File: config.mk
export PLATFORM = sky130hd
export DESIGN_NAME = ctic_regs
export DESIGN_NICKNAME = d
export VERILOG_FILES = /design/src/inc/ctic_pkg.sv /design/src/core/ctic_regs.sv
export SDC_FILE = /design/constraint.sdc
export NUM_CORES = 1
export LEC_CHECK = 0
export BUFFER_PORTS_ARGS = -buffer_cell sky130_fd_sc_hd__buf_2
export CAP_MARGIN = 20
export CORE_MARGIN = 4
export CORE_UTILIZATION = 55
export CTS_CLUSTER_DIAMETER = 80
export CTS_CLUSTER_SIZE = 8
export DETAILED_ROUTE_END_ITERATION = 6
export GPL_TIMING_DRIVEN = 0
export MAX_ROUTING_LAYER = met4
export PLACE_DENSITY = 0.88
export SETUP_SLACK_MARGIN = 0.3
export SYNTH_ARGS = -nofsm -noshare
export SYNTH_HDL_FRONTEND = slang
export SYNTH_SLANG_ARGS = --single-unit
File: constraint.sdc
create_clock -name aclk -period 7 [get_ports aclk]
set_input_delay 0 -clock aclk [delete_from_list [all_inputs] [get_ports aclk]]
set_output_delay 0 -clock aclk [all_outputs]
set_load 0.05 [all_outputs]
File: src/inc/ctic_pkg.sv
// Constants, types and register map of the overlay control register bank
package ctic_pkg;
    // Register indexes; byte address is four times the index
    localparam logic [7:0] IDX_MODE = 8'h80;
    localparam logic [7:0] IDX_START = 8'h81;
    localparam logic [7:0] IDX_XLO = 8'h82;
    localparam logic [7:0] IDX_XHI = 8'h83;
    localparam logic [7:0] IDX_YLO = 8'h84;
    localparam logic [7:0] IDX_YHI = 8'h85;
    localparam logic [7:0] IDX_BLUE0 = 8'h86;
    localparam logic [7:0] IDX_STATUS = 8'h8f;
    localparam int IDX_LSB = 2;
    localparam int IDX_MSB = 9;

    // Field layout and reset values
    localparam int SIGN_BIT = 7;
    localparam int POS_HI_W = 2;
    localparam int POS_W = 10;
    localparam int SPOS_W = 11;
    localparam int BLUE_W = 5;
    localparam logic [7:0] REG_RST = 8'h00;
    localparam logic [9:0] NEG_MAG_MAX = 10'h03f;

    // Start encoding
    localparam int MEM_AW = 24;
    localparam logic [7:0] START_MAX = 8'ha0;
    localparam logic [MEM_AW-1:0] START_SMALL_BYTES = 24'h000400;
    localparam int START_UNIT_SHIFT = 13;

    // Bus answers
    localparam logic [1:0] RESP_OKAY = 2'b00;
    localparam logic [1:0] RESP_SLVERR = 2'b10;

    typedef enum logic [1:0] {
        CTIC_OFF = 2'b00,
        CTIC_CURSOR = 2'b01,
        CTIC_INK = 2'b10,
        CTIC_RSVD = 2'b11
    } ctic_mode_t;

    typedef struct packed {
        logic cursor_en;
        logic ink_en;
        logic [MEM_AW-1:0] start_addr;
        logic start_ok;
        logic signed [SPOS_W-1:0] xpos;
        logic signed [SPOS_W-1:0] ypos;
        logic [BLUE_W-1:0] blue0;
    } ctic_ovl_t;
endpackage : ctic_pkg

File: src/core/ctic_regs.sv
// Overlay cursor/ink control register bank with AXI4-Lite slave
`timescale 1ns/1ns
// Functional notes
// Mode 00 off, 01 cursor, 10 ink, 11 reserved.
// Software zeroes both position registers while ink is selected.
// Start code zero places image at memory size minus 1024.
// Start code n places image at size minus n*8192; above range invalid.
// New start code applies at next vertical non-display period.
// Vertical high byte bit 7 is sign; one means negative.
// Software keeps negative magnitude at 63 or less.
// Horizontal position is ten bits: low byte plus two high bits.
// Vertical position is ten bits: low byte plus two high bits.
// Positions count only in cursor mode.
// Other position bytes wait for vertical high write and blanking.
// Vertical high byte applies at next blanking with pending bytes.
// Horizontal sign acts the same; negative magnitude clamped to 63.
// Reserved mode behaves as overlay disabled.
// Blue colour zero holds five bits.
module ctic_regs
    import ctic_pkg::*;
#(
    parameter int AW = 12
) (
    // Clock, reset, enable
    input wire logic aclk,
    input wire logic aresetn,
    input wire logic ce,
    // Write address and data
    input wire logic [AW-1:0] s_axi_awaddr,
    input wire logic [2:0] s_axi_awprot,
    input wire logic s_axi_awvalid,
    output logic s_axi_awready,
    input wire logic [31:0] s_axi_wdata,
    input wire logic [3:0] s_axi_wstrb,
    input wire logic s_axi_wvalid,
    output logic s_axi_wready,
    // Write response
    output logic [1:0] s_axi_bresp,
    output logic s_axi_bvalid,
    input wire logic s_axi_bready,
    // Read
    input wire logic [AW-1:0] s_axi_araddr,
    input wire logic [2:0] s_axi_arprot,
    input wire logic s_axi_arvalid,
    output logic s_axi_arready,
    output logic [31:0] s_axi_rdata,
    output logic [1:0] s_axi_rresp,
    output logic s_axi_rvalid,
    input wire logic s_axi_rready,
    // Display timing and memory size
    input wire logic vnd,
    input wire logic [MEM_AW-1:0] mem_size,
    // Overlay settings to the layer
    output ctic_ovl_t ovl
);

    logic [7:0] mode_r;
    logic [7:0] start_r;
    logic [7:0] xlo_r;
    logic [7:0] xhi_r;
    logic [7:0] ylo_r;
    logic [7:0] yhi_r;
    logic [7:0] blue_r;
    logic [7:0] start_a_r;
    logic [7:0] xlo_a_r;
    logic [7:0] xhi_a_r;
    logic [7:0] ylo_a_r;
    logic [7:0] yhi_a_r;
    logic pos_pend_r;
    logic start_pend_r;
    logic vnd_d_r;
    logic aw_v_r;
    logic w_v_r;
    logic bvalid_r;
    logic rvalid_r;
    logic [AW-1:0] aw_addr_r;
    logic [7:0] w_data_r;
    logic w_strb_r;
    logic [1:0] bresp_r;
    logic [1:0] rresp_r;
    logic [31:0] rdata_r;
    ctic_ovl_t ovl_r;

    // Unmapped or misaligned addresses answer with an error
    function automatic logic map_hit(input logic [AW-1:0] a);
        logic [7:0] i;
        i = a[IDX_MSB:IDX_LSB];
        map_hit = (a[1:0] == 2'b00) && ((a >> (IDX_MSB + 1)) == '0) &&
                  (((i >= IDX_MODE) && (i <= IDX_BLUE0)) || i == IDX_STATUS);
    endfunction : map_hit

    // Sign and magnitude to two's complement, negative side clamped
    function automatic logic signed [SPOS_W-1:0] pos_of(
        input logic [7:0] lo, input logic [7:0] hi);
        logic [POS_W-1:0] mag;
        mag = {hi[POS_HI_W-1:0], lo};
        if (hi[SIGN_BIT]) begin
            if (mag > NEG_MAG_MAX) begin
                mag = NEG_MAG_MAX;
            end
            pos_of = -$signed({1'b0, mag});
        end else begin
            pos_of = $signed({1'b0, mag});
        end
    endfunction : pos_of

    // Bus decode
    wire [7:0] aw_idx = aw_addr_r[IDX_MSB:IDX_LSB];
    wire [7:0] ar_idx = s_axi_araddr[IDX_MSB:IDX_LSB];
    wire aw_take = ce & s_axi_awvalid & ~aw_v_r;
    wire w_take = ce & s_axi_wvalid & ~w_v_r;
    wire wr_go = ce & aw_v_r & w_v_r & ~bvalid_r;
    wire wr_ok = map_hit(aw_addr_r);
    // Narrow registers sit in lane 0; writes without it only answer
    wire wr_en = wr_go & wr_ok & w_strb_r;
    wire ar_take = ce & s_axi_arvalid & ~rvalid_r;
    wire rd_ok = map_hit(s_axi_araddr);

    wire we_mode = wr_en & (aw_idx == IDX_MODE);
    wire we_start = wr_en & (aw_idx == IDX_START);
    wire we_xlo = wr_en & (aw_idx == IDX_XLO);
    wire we_xhi = wr_en & (aw_idx == IDX_XHI);
    wire we_ylo = wr_en & (aw_idx == IDX_YLO);
    wire we_yhi = wr_en & (aw_idx == IDX_YHI);
    wire we_blue = wr_en & (aw_idx == IDX_BLUE0);

    // Blanking start: latch pending values into the active set
    wire vnd_rise = ce & vnd & ~vnd_d_r;
    wire pos_apply = vnd_rise & pos_pend_r;
    wire start_apply = vnd_rise & start_pend_r;
    // Write in the apply cycle keeps pending for the next blanking
    wire pos_pend_nxt = we_yhi | (pos_pend_r & ~pos_apply);
    wire start_pend_nxt = we_start | (start_pend_r & ~start_apply);

    // Reserved bits read back as zero
    wire [7:0] mask_hi = 8'h83;
    wire [7:0] rd_byte =
        (ar_idx == IDX_MODE) ? {6'h00, mode_r[1:0]} :
        (ar_idx == IDX_START) ? start_r :
        (ar_idx == IDX_XLO) ? xlo_r :
        (ar_idx == IDX_XHI) ? (xhi_r & mask_hi) :
        (ar_idx == IDX_YLO) ? ylo_r :
        (ar_idx == IDX_YHI) ? (yhi_r & mask_hi) :
        (ar_idx == IDX_BLUE0) ? {3'h0, blue_r[BLUE_W-1:0]} :
        {5'h00, vnd, start_pend_r, pos_pend_r};

    // Effective mode; reserved code means off
    wire [1:0] mode_w = mode_r[1:0];
    wire cur_on = (mode_w == CTIC_CURSOR);
    wire ink_on = (mode_w == CTIC_INK);
    wire [MEM_AW-1:0] start_off = (start_a_r == 8'h00) ? START_SMALL_BYTES
        : MEM_AW'({start_a_r, {START_UNIT_SHIFT{1'b0}}});
    wire start_ok_w = (start_a_r <= START_MAX);
    wire signed [SPOS_W-1:0] xpos_w = pos_of(xlo_a_r, xhi_a_r);
    wire signed [SPOS_W-1:0] ypos_w = pos_of(ylo_a_r, yhi_a_r);

    ctic_ovl_t ovl_nxt;
    assign ovl_nxt.cursor_en = cur_on;
    assign ovl_nxt.ink_en = ink_on;
    assign ovl_nxt.start_addr = mem_size - start_off;
    assign ovl_nxt.start_ok = start_ok_w;
    // Position is ignored unless cursor mode is selected
    assign ovl_nxt.xpos = cur_on ? xpos_w : '0;
    assign ovl_nxt.ypos = cur_on ? ypos_w : '0;
    assign ovl_nxt.blue0 = blue_r[BLUE_W-1:0];

    always_ff @(posedge aclk) begin
        if (!aresetn) begin
            mode_r <= REG_RST;
            start_r <= REG_RST;
            xlo_r <= REG_RST;
            xhi_r <= REG_RST;
            ylo_r <= REG_RST;
            yhi_r <= REG_RST;
            blue_r <= REG_RST;
        end else begin
            // Staging copies for start and position, live mode and blue; readback shows them at once
            if (we_mode) begin
                mode_r <= w_data_r;
            end
            if (we_start) begin
                start_r <= w_data_r;
            end
            if (we_xlo) begin
                xlo_r <= w_data_r;
            end
            if (we_xhi) begin
                xhi_r <= w_data_r;
            end
            if (we_ylo) begin
                ylo_r <= w_data_r;
            end
            if (we_yhi) begin
                yhi_r <= w_data_r;
            end
            if (we_blue) begin
                blue_r <= w_data_r;
            end
        end
    end

    always_ff @(posedge aclk) begin
        if (!aresetn) begin
            start_a_r <= REG_RST;
            xlo_a_r <= REG_RST;
            xhi_a_r <= REG_RST;
            ylo_a_r <= REG_RST;
            yhi_a_r <= REG_RST;
            pos_pend_r <= 1'b0;
            start_pend_r <= 1'b0;
            vnd_d_r <= 1'b0;
            ovl_r <= '0;
        end else if (ce) begin
            vnd_d_r <= vnd;
            pos_pend_r <= pos_pend_nxt;
            start_pend_r <= start_pend_nxt;
            ovl_r <= ovl_nxt;
            // Active copies only move at blanking start
            if (start_apply) begin
                start_a_r <= start_r;
            end
            if (pos_apply) begin
                xlo_a_r <= xlo_r;
                xhi_a_r <= xhi_r;
                ylo_a_r <= ylo_r;
                yhi_a_r <= yhi_r;
            end
        end
    end

    // AXI4-Lite slave; address and data taken in either order
    always_ff @(posedge aclk) begin
        if (!aresetn) begin
            aw_v_r <= 1'b0;
            w_v_r <= 1'b0;
            aw_addr_r <= '0;
            w_data_r <= REG_RST;
            w_strb_r <= 1'b0;
        end else if (ce) begin
            if (aw_take) begin
                aw_v_r <= 1'b1;
                aw_addr_r <= s_axi_awaddr;
            end else if (wr_go) begin
                aw_v_r <= 1'b0;
            end
            // Only lane 0 is kept; upper lanes are dropped
            if (w_take) begin
                w_v_r <= 1'b1;
                w_data_r <= s_axi_wdata[7:0];
                w_strb_r <= s_axi_wstrb[0];
            end else if (wr_go) begin
                w_v_r <= 1'b0;
            end
        end
    end

    // Write answer once both halves are held
    always_ff @(posedge aclk) begin
        if (!aresetn) begin
            bvalid_r <= 1'b0;
            bresp_r <= RESP_OKAY;
        end else if (ce) begin
            if (wr_go) begin
                bvalid_r <= 1'b1;
                bresp_r <= wr_ok ? RESP_OKAY : RESP_SLVERR;
            end else if (s_axi_bready) begin
                bvalid_r <= 1'b0;
            end
        end
    end

    // Read answer one cycle after the address
    always_ff @(posedge aclk) begin
        if (!aresetn) begin
            rvalid_r <= 1'b0;
            rresp_r <= RESP_OKAY;
            rdata_r <= '0;
        end else if (ce) begin
            if (ar_take) begin
                rvalid_r <= 1'b1;
                rresp_r <= rd_ok ? RESP_OKAY : RESP_SLVERR;
                rdata_r <= rd_ok ? {24'h000000, rd_byte} : 32'h00000000;
            end else if (s_axi_rready) begin
                rvalid_r <= 1'b0;
            end
        end
    end

    assign s_axi_awready = ce & ~aw_v_r;
    assign s_axi_wready = ce & ~w_v_r;
    assign s_axi_bvalid = bvalid_r;
    assign s_axi_bresp = bresp_r;
    assign s_axi_arready = ce & ~rvalid_r;
    assign s_axi_rvalid = rvalid_r;
    assign s_axi_rresp = rresp_r;
    assign s_axi_rdata = rdata_r;
    assign ovl = ovl_r;

endmodule : ctic_regs

# Yosys cells after proc, flatten, opt, wreduce, memory -nomap -nowiden
# Cells that the tools add are included.
totals:
  ff_bits: 205
  in_bits: 99
  output_inout_bits: 95
  wordCells: 149
op_classes:
  add_sub_neg: 3
  magnitude_cmp: 7
  n_eq_ne: 18
  muxes: 26
  bitwise: 36
  n_reduce_logical: 27
op_table:
  columns: ["op", "n"]
  rows:
  - ["8-bit equality test, second input constant", 16]
  - ["8-bit 2-to-1 mux", 7]
  - ["11-bit 2-to-1 mux", 4]
  - ["10-bit 2-to-1 mux", 4]
  - ["1-bit bitwise AND", 27]
  - ["8-bit <= comparator, second input constant", 3]
  - ["12-bit logical NOT", 2]
  - ["24-bit by 21-bit subtractor with 24-bit output", 1]
  - ["10-bit negation with 11-bit output", 2]
  - ["21-bit 2-to-1 mux", 1]
  - ["10-bit by 6-bit greater-than comparator with 1-bit output, second input constant", 2]
  - ["2-bit AND reduction", 10]
  - ["8-bit >= comparator, second input constant", 2]
  - ["8-bit logical NOT", 1]
  - ["2-bit nonzero test", 4]
  - ["1-bit 2-to-1 mux", 7]
  - ["1-bit NOT", 7]
  - ["1-bit logical AND", 6]
  - ["5-bit 2-to-1 mux", 1]
  - ["2-bit logical NOT", 2]
  - ["2-bit 2-to-1 mux", 2]
  - ["2-bit by 1-bit equality test with 1-bit output, second input constant", 1]
  - ["2-bit equality test, second input constant", 1]
  - ["1-bit logical OR", 2]
  - ["1-bit bitwise OR", 2]

# Depth between registers and ports, before layout
logic_depth:
  word_depth: 9
  depth_mapped: 11
  depth_no_buf: 11

# Least setup slack after synthesis
# Ideal clock, no wire load.
synth_path:
  path_type: "flip-flop to flip-flop"
  startpoint: "reg start_a_r[2]"
  endpoint: "reg ovl_r (netlist bit ovl[46])"
  setup_ns: 0.117
  t_arrival_ns: 2.232
  required_time_ns: 6.883
  path_slack_ns: 4.651
  stages_incl_launch_ff: 12
  path_buffers: 0
  period_less_slack_ns: 2.349
  path_cell_list: "dfxtp_1 > nor4_1 > nand3_1 > nor3_1 > ha_1 > ha_1 > nand2b_1 > a31o_2 > and4_1 > a2111oi_0 > a2bb2oi_1 > nor2b_1"
synth_between:
  elab_chain_len: 3
synth_lines:
  columns: ["item", "line", "rtl"]
  rows:
  - ["from (decl)", "ctic_regs.sv:64", "logic [7:0] start_a_r;"]
  - ["from (signal assigned)", "ctic_regs.sv:220", "start_a_r <= start_r;"]
  - ["8-bit logical NOT", "ctic_regs.sv:151", "wire [MEM_AW-1:0] start_off = (start_a_r == 8'h00) ? START_SMALL_BYTES"]
  - ["21-bit 2-to-1 mux *", "ctic_regs.sv:151", null]
  - ["24-bit by 21-bit subtractor with 24-bit output *", "ctic_regs.sv:160", "assign ovl_nxt.start_addr = mem_size - start_off;"]
  - ["to (signal assigned)", "ctic_regs.sv:217", "ovl_r <= ovl_nxt;"]
  - ["to (decl)", "ctic_regs.sv:82", "ctic_ovl_t ovl_r;"]
# Every way passes the cells marked *; elsewhere a longest branch is shown, timed or not.
# A chain may end at the register's enable or synchronous reset.

# Worst setup path after layout
layout_path:
  startpoint: "reg start_a_r[3]"
  endpoint: "reg ovl_r (netlist bit ovl[48])"
# The elaborated chain is that of the path after synthesis.

==> flow_metrics.env <==
export IMPL_period_share_pct=41.1
export IMPL_drive_gt1_share_pct=19.2
export IMPL_finClkSkew_ns=0.0109
export IMPL_grt_pass1_wl_um=33300
export IMPL_timing_slew_headroom_pct=46.7
export IMPL_fin_crit_ns=2.88
export IMPL_tritoncts="built"
export IMPL_worstHoldStart="s_axi_arvalid"
export IMPL_rows=42
export IMPL_slew_viol_final=0
export IMPL_leakagePower_nw=3.96
export IMPL_numPortBuffers=132
export IMPL_crit_path_start="start_a_r[3]"
export IMPL_clk_pin_slew_ns=0.07
export IMPL_synth_edff_count=0
export IMPL_ys_seq_area_share_pct=42.0
export IMPL_route_detailed_drc=0
export IMPL_pwr_share_clk_pct=44.6
export IMPL_seqCellArea_um2=3180
export IMPL_diodes=0
export IMPL_vias=6954
export IMPL_required_ns=7.30
export IMPL_synth_seq_cells=159
export IMPL_yosysUniqueCellTypes=63
export IMPL_area_growth_pct=27.6
export IMPL_power_density_nw_per_um2=224
export IMPL_synth_async_sr_flop_share_pct=0
export IMPL_pre_cts_slack_ns=4.19
export IMPL_cp_end_kind="register"
export IMPL_gp_congestion=0.959
export IMPL_htree_num_levels=4
export IMPL_clkLatencyLatePin_ns=0.43
export IMPL_p_seq_share_pct=43.2
export IMPL_cp_arrival_ns=3.18
export IMPL_syn_inst=868
export IMPL_setup_slack_ns=4.12
export IMPL_layout_common_cells="159 x dfxtp_1, 141 x buf_2, 131 x nand2_1, 76 x nor2b_1, 68 x a21boi_0"
export IMPL_holdBufCountCts=50
export IMPL_setup_tns_ns=0
export IMPL_final_common_cell="dfxtp_1"
export IMPL_crit_type="reg -> reg"
export IMPL_cts_resized_gates=0
export IMPL_fill_cells=1004
export IMPL_design_core_area_um2=13300
export IMPL_dr_pass1_iters=5
export IMPL_status="completed"
export IMPL_die_y_um=125
export IMPL_ys_warn_count=0
export IMPL_post_cts_buffers=0
export IMPL_grt_usage_pct=26.8
export IMPL_synth_top_family_by_area="simple AND/OR/NAND/NOR gates"
export IMPL_worst_slew_pin_slew_ns=0.799
export IMPL_synth_main_ff_cell="dfxtp_1"
export IMPL_synth_area_mux_share_pct=8.33
export IMPL_overflow=0
export IMPL_max_freq_mhz=347
export IMPL_multi_input_area_um2=3990
export IMPL_io_pins=194
export IMPL_rr_startpoint="start_a_r[3]"
export IMPL_p_sw_share_pct=25.0
export IMPL_grt_max_degree=17
export IMPL_worst_setup_path_start_kind="register"
export IMPL_clockBufferDepth=2
export IMPL_postSynthAreaPerCell_um2=8.72
export IMPL_synthAdderAreaFrac_pct=1.98
export IMPL_wl_per_cell_um=16.4
export IMPL_ir_drop_v=0.000171
export IMPL_initial_utilization_pct=56.7
export IMPL_dieArea_um2=15700
export IMPL_rsz0062_at_grt="false"
export IMPL_cts_buffers=17
export IMPL_synth_area_um2=7570
export IMPL_combPwrFrac_pct=12.2
export IMPL_post_dp_hpwl_um=15100
export IMPL_routed_wl_um=21000
export IMPL_finalSetupViolations=0
export IMPL_cts_root_buffer="clkbuf_16"
export IMPL_dr_first_iter_drc_count=683
export IMPL_vias_per_cell=5.42
export IMPL_grt_pass1_vias=6705
export IMPL_synth_xor_area_share_pct=1.27
export IMPL_die_w_um=125
export IMPL_cap_violations=0
export IMPL_ant_nets=0
export IMPL_nNetsFinal=1205
export IMPL_antenna_found_initial=0
export IMPL_cts_sinks=159
export IMPL_yosys_area_share_simple_pct=22.6
export IMPL_cp_max_fo=3
export IMPL_internal_power_w=0.00162
export IMPL_p_sw_w=0.000540
export IMPL_hp_class="in -> reg"
export IMPL_synth_compound_area_share_pct=17.2
export IMPL_hold_viol=0
-- synth_stat cells, types with 12 or more instances --
cell,number,area (µm²)
dfxtp_1,159,3180
nand2_1,131,492
nor2b_1,76,475
a21boi_0,68,510
mux2i_1,63,631
clkbuf_1,36,135
nor2_1,36,135
a21oi_1,31,155
o21ai_0,30,150
buf_4,28,210
inv_1,21,78.8
nand3_1,17,85.1
a22oi_1,12,90.1
ha_1,12,150
-- cell type report --
cell class	count	share of cell area, %
Inverter	22	0.855
Sequential cell	159	33.0
Buffer	78	4.24
Timing Repair Buffer	182	12.0
Tap cell	176	2.28
Clock buffer	21	4.66
Clock inverter	10	1.68
Multi-Input combinational cell	634	41.3
-- state kept, by name, summed over array words and instances, names as in the netlist, 5 cells and up --
name	flops
xlo_a_r	8
s_axi_rdata	8
ylo_a_r	8
w_data_r	8
start_r	8
xlo_r	8
ylo_r	8
ovl	54
aw_addr_r	12
start_a_r	8
blue_r	5
-- cell families (layout without fill, tap and decap cells) --
| kind of cell | after synthesis | after routing |
|---|---|---|
| adder cells (fa/ha/maj) | 12 | 12 |
| AND/OR/NAND/NOR | 332 | 332 |
| other | 1 | 26 |
| buffers and inverters | 100 | 313 |
| AO/OA/AOI/OAI | 190 | 190 |
| multiplexers | 63 | 63 |
| flip-flops | 159 | 159 |
| XOR/XNOR | 11 | 11 |
-- metal layers --
layer	vias to the layer above	track usage (%)	wire (µm)
li1	3392	-	-
met1	3223	31.5	8630
met2	276	44.1	10200
met3	63	5.63	1400
met4	0	12.4	825
met5	-	-	0
-- critical path, cell delays in order, from the launching register on --
cell and delay, ns:
dfxtp_1 0.33, nor4_1 0.31, nand3_1 0.14, nor3_1 0.19, ha_1 0.23, ha_1 0.18
nand2b_1 0.10, a31o_2 0.28, a221oi_1 0.51, a21boi_0 0.24, nand4b_1 0.16, o211ai_1 0.09
-- metrics by stage --
stage	std cells	total power (W)	cell area, µm²	util, %	hold slack, ns
final	1282	0.00216	9660	72.4	0.0424
after global routing	1282	0.00222	9660	72.4	0.0794
after CTS	1282	0.00217	9660	72.4	0.00261
after detailed placement	1201	0.00119	8540	64.0	0.258
after global placement	1201	0.00119	8540	64.0	0.253
after floorplan	893	0.00113	7660	-	0.145
-- worst paths after layout --
kind / end / slack (ns) / cells after the start
max: ovl[48] / 4.12 / 11
min: s_axi_rvalid / 0.04 / 5
max reg2reg: ovl[48] / 4.12 / 11
min reg2reg: s_axi_rdata[2] / 0.44 / 2
-- power by group through the flow --
stage / clock [W] / sequential [W] / combinational, W
2_1_floorplan: 0 / 0.000990 / 0.000138
3_3_place_gp: 0 / 0.000953 / 0.000235
3_5_place_dp: 0 / 0.000954 / 0.000239
4_1_cts: 0.000973 / 0.000934 / 0.000259
5_1_grt: 0.00101 / 0.000936 / 0.000282
6_report: 0.000965 / 0.000935 / 0.000264
(Power assumes the default switching activity.)
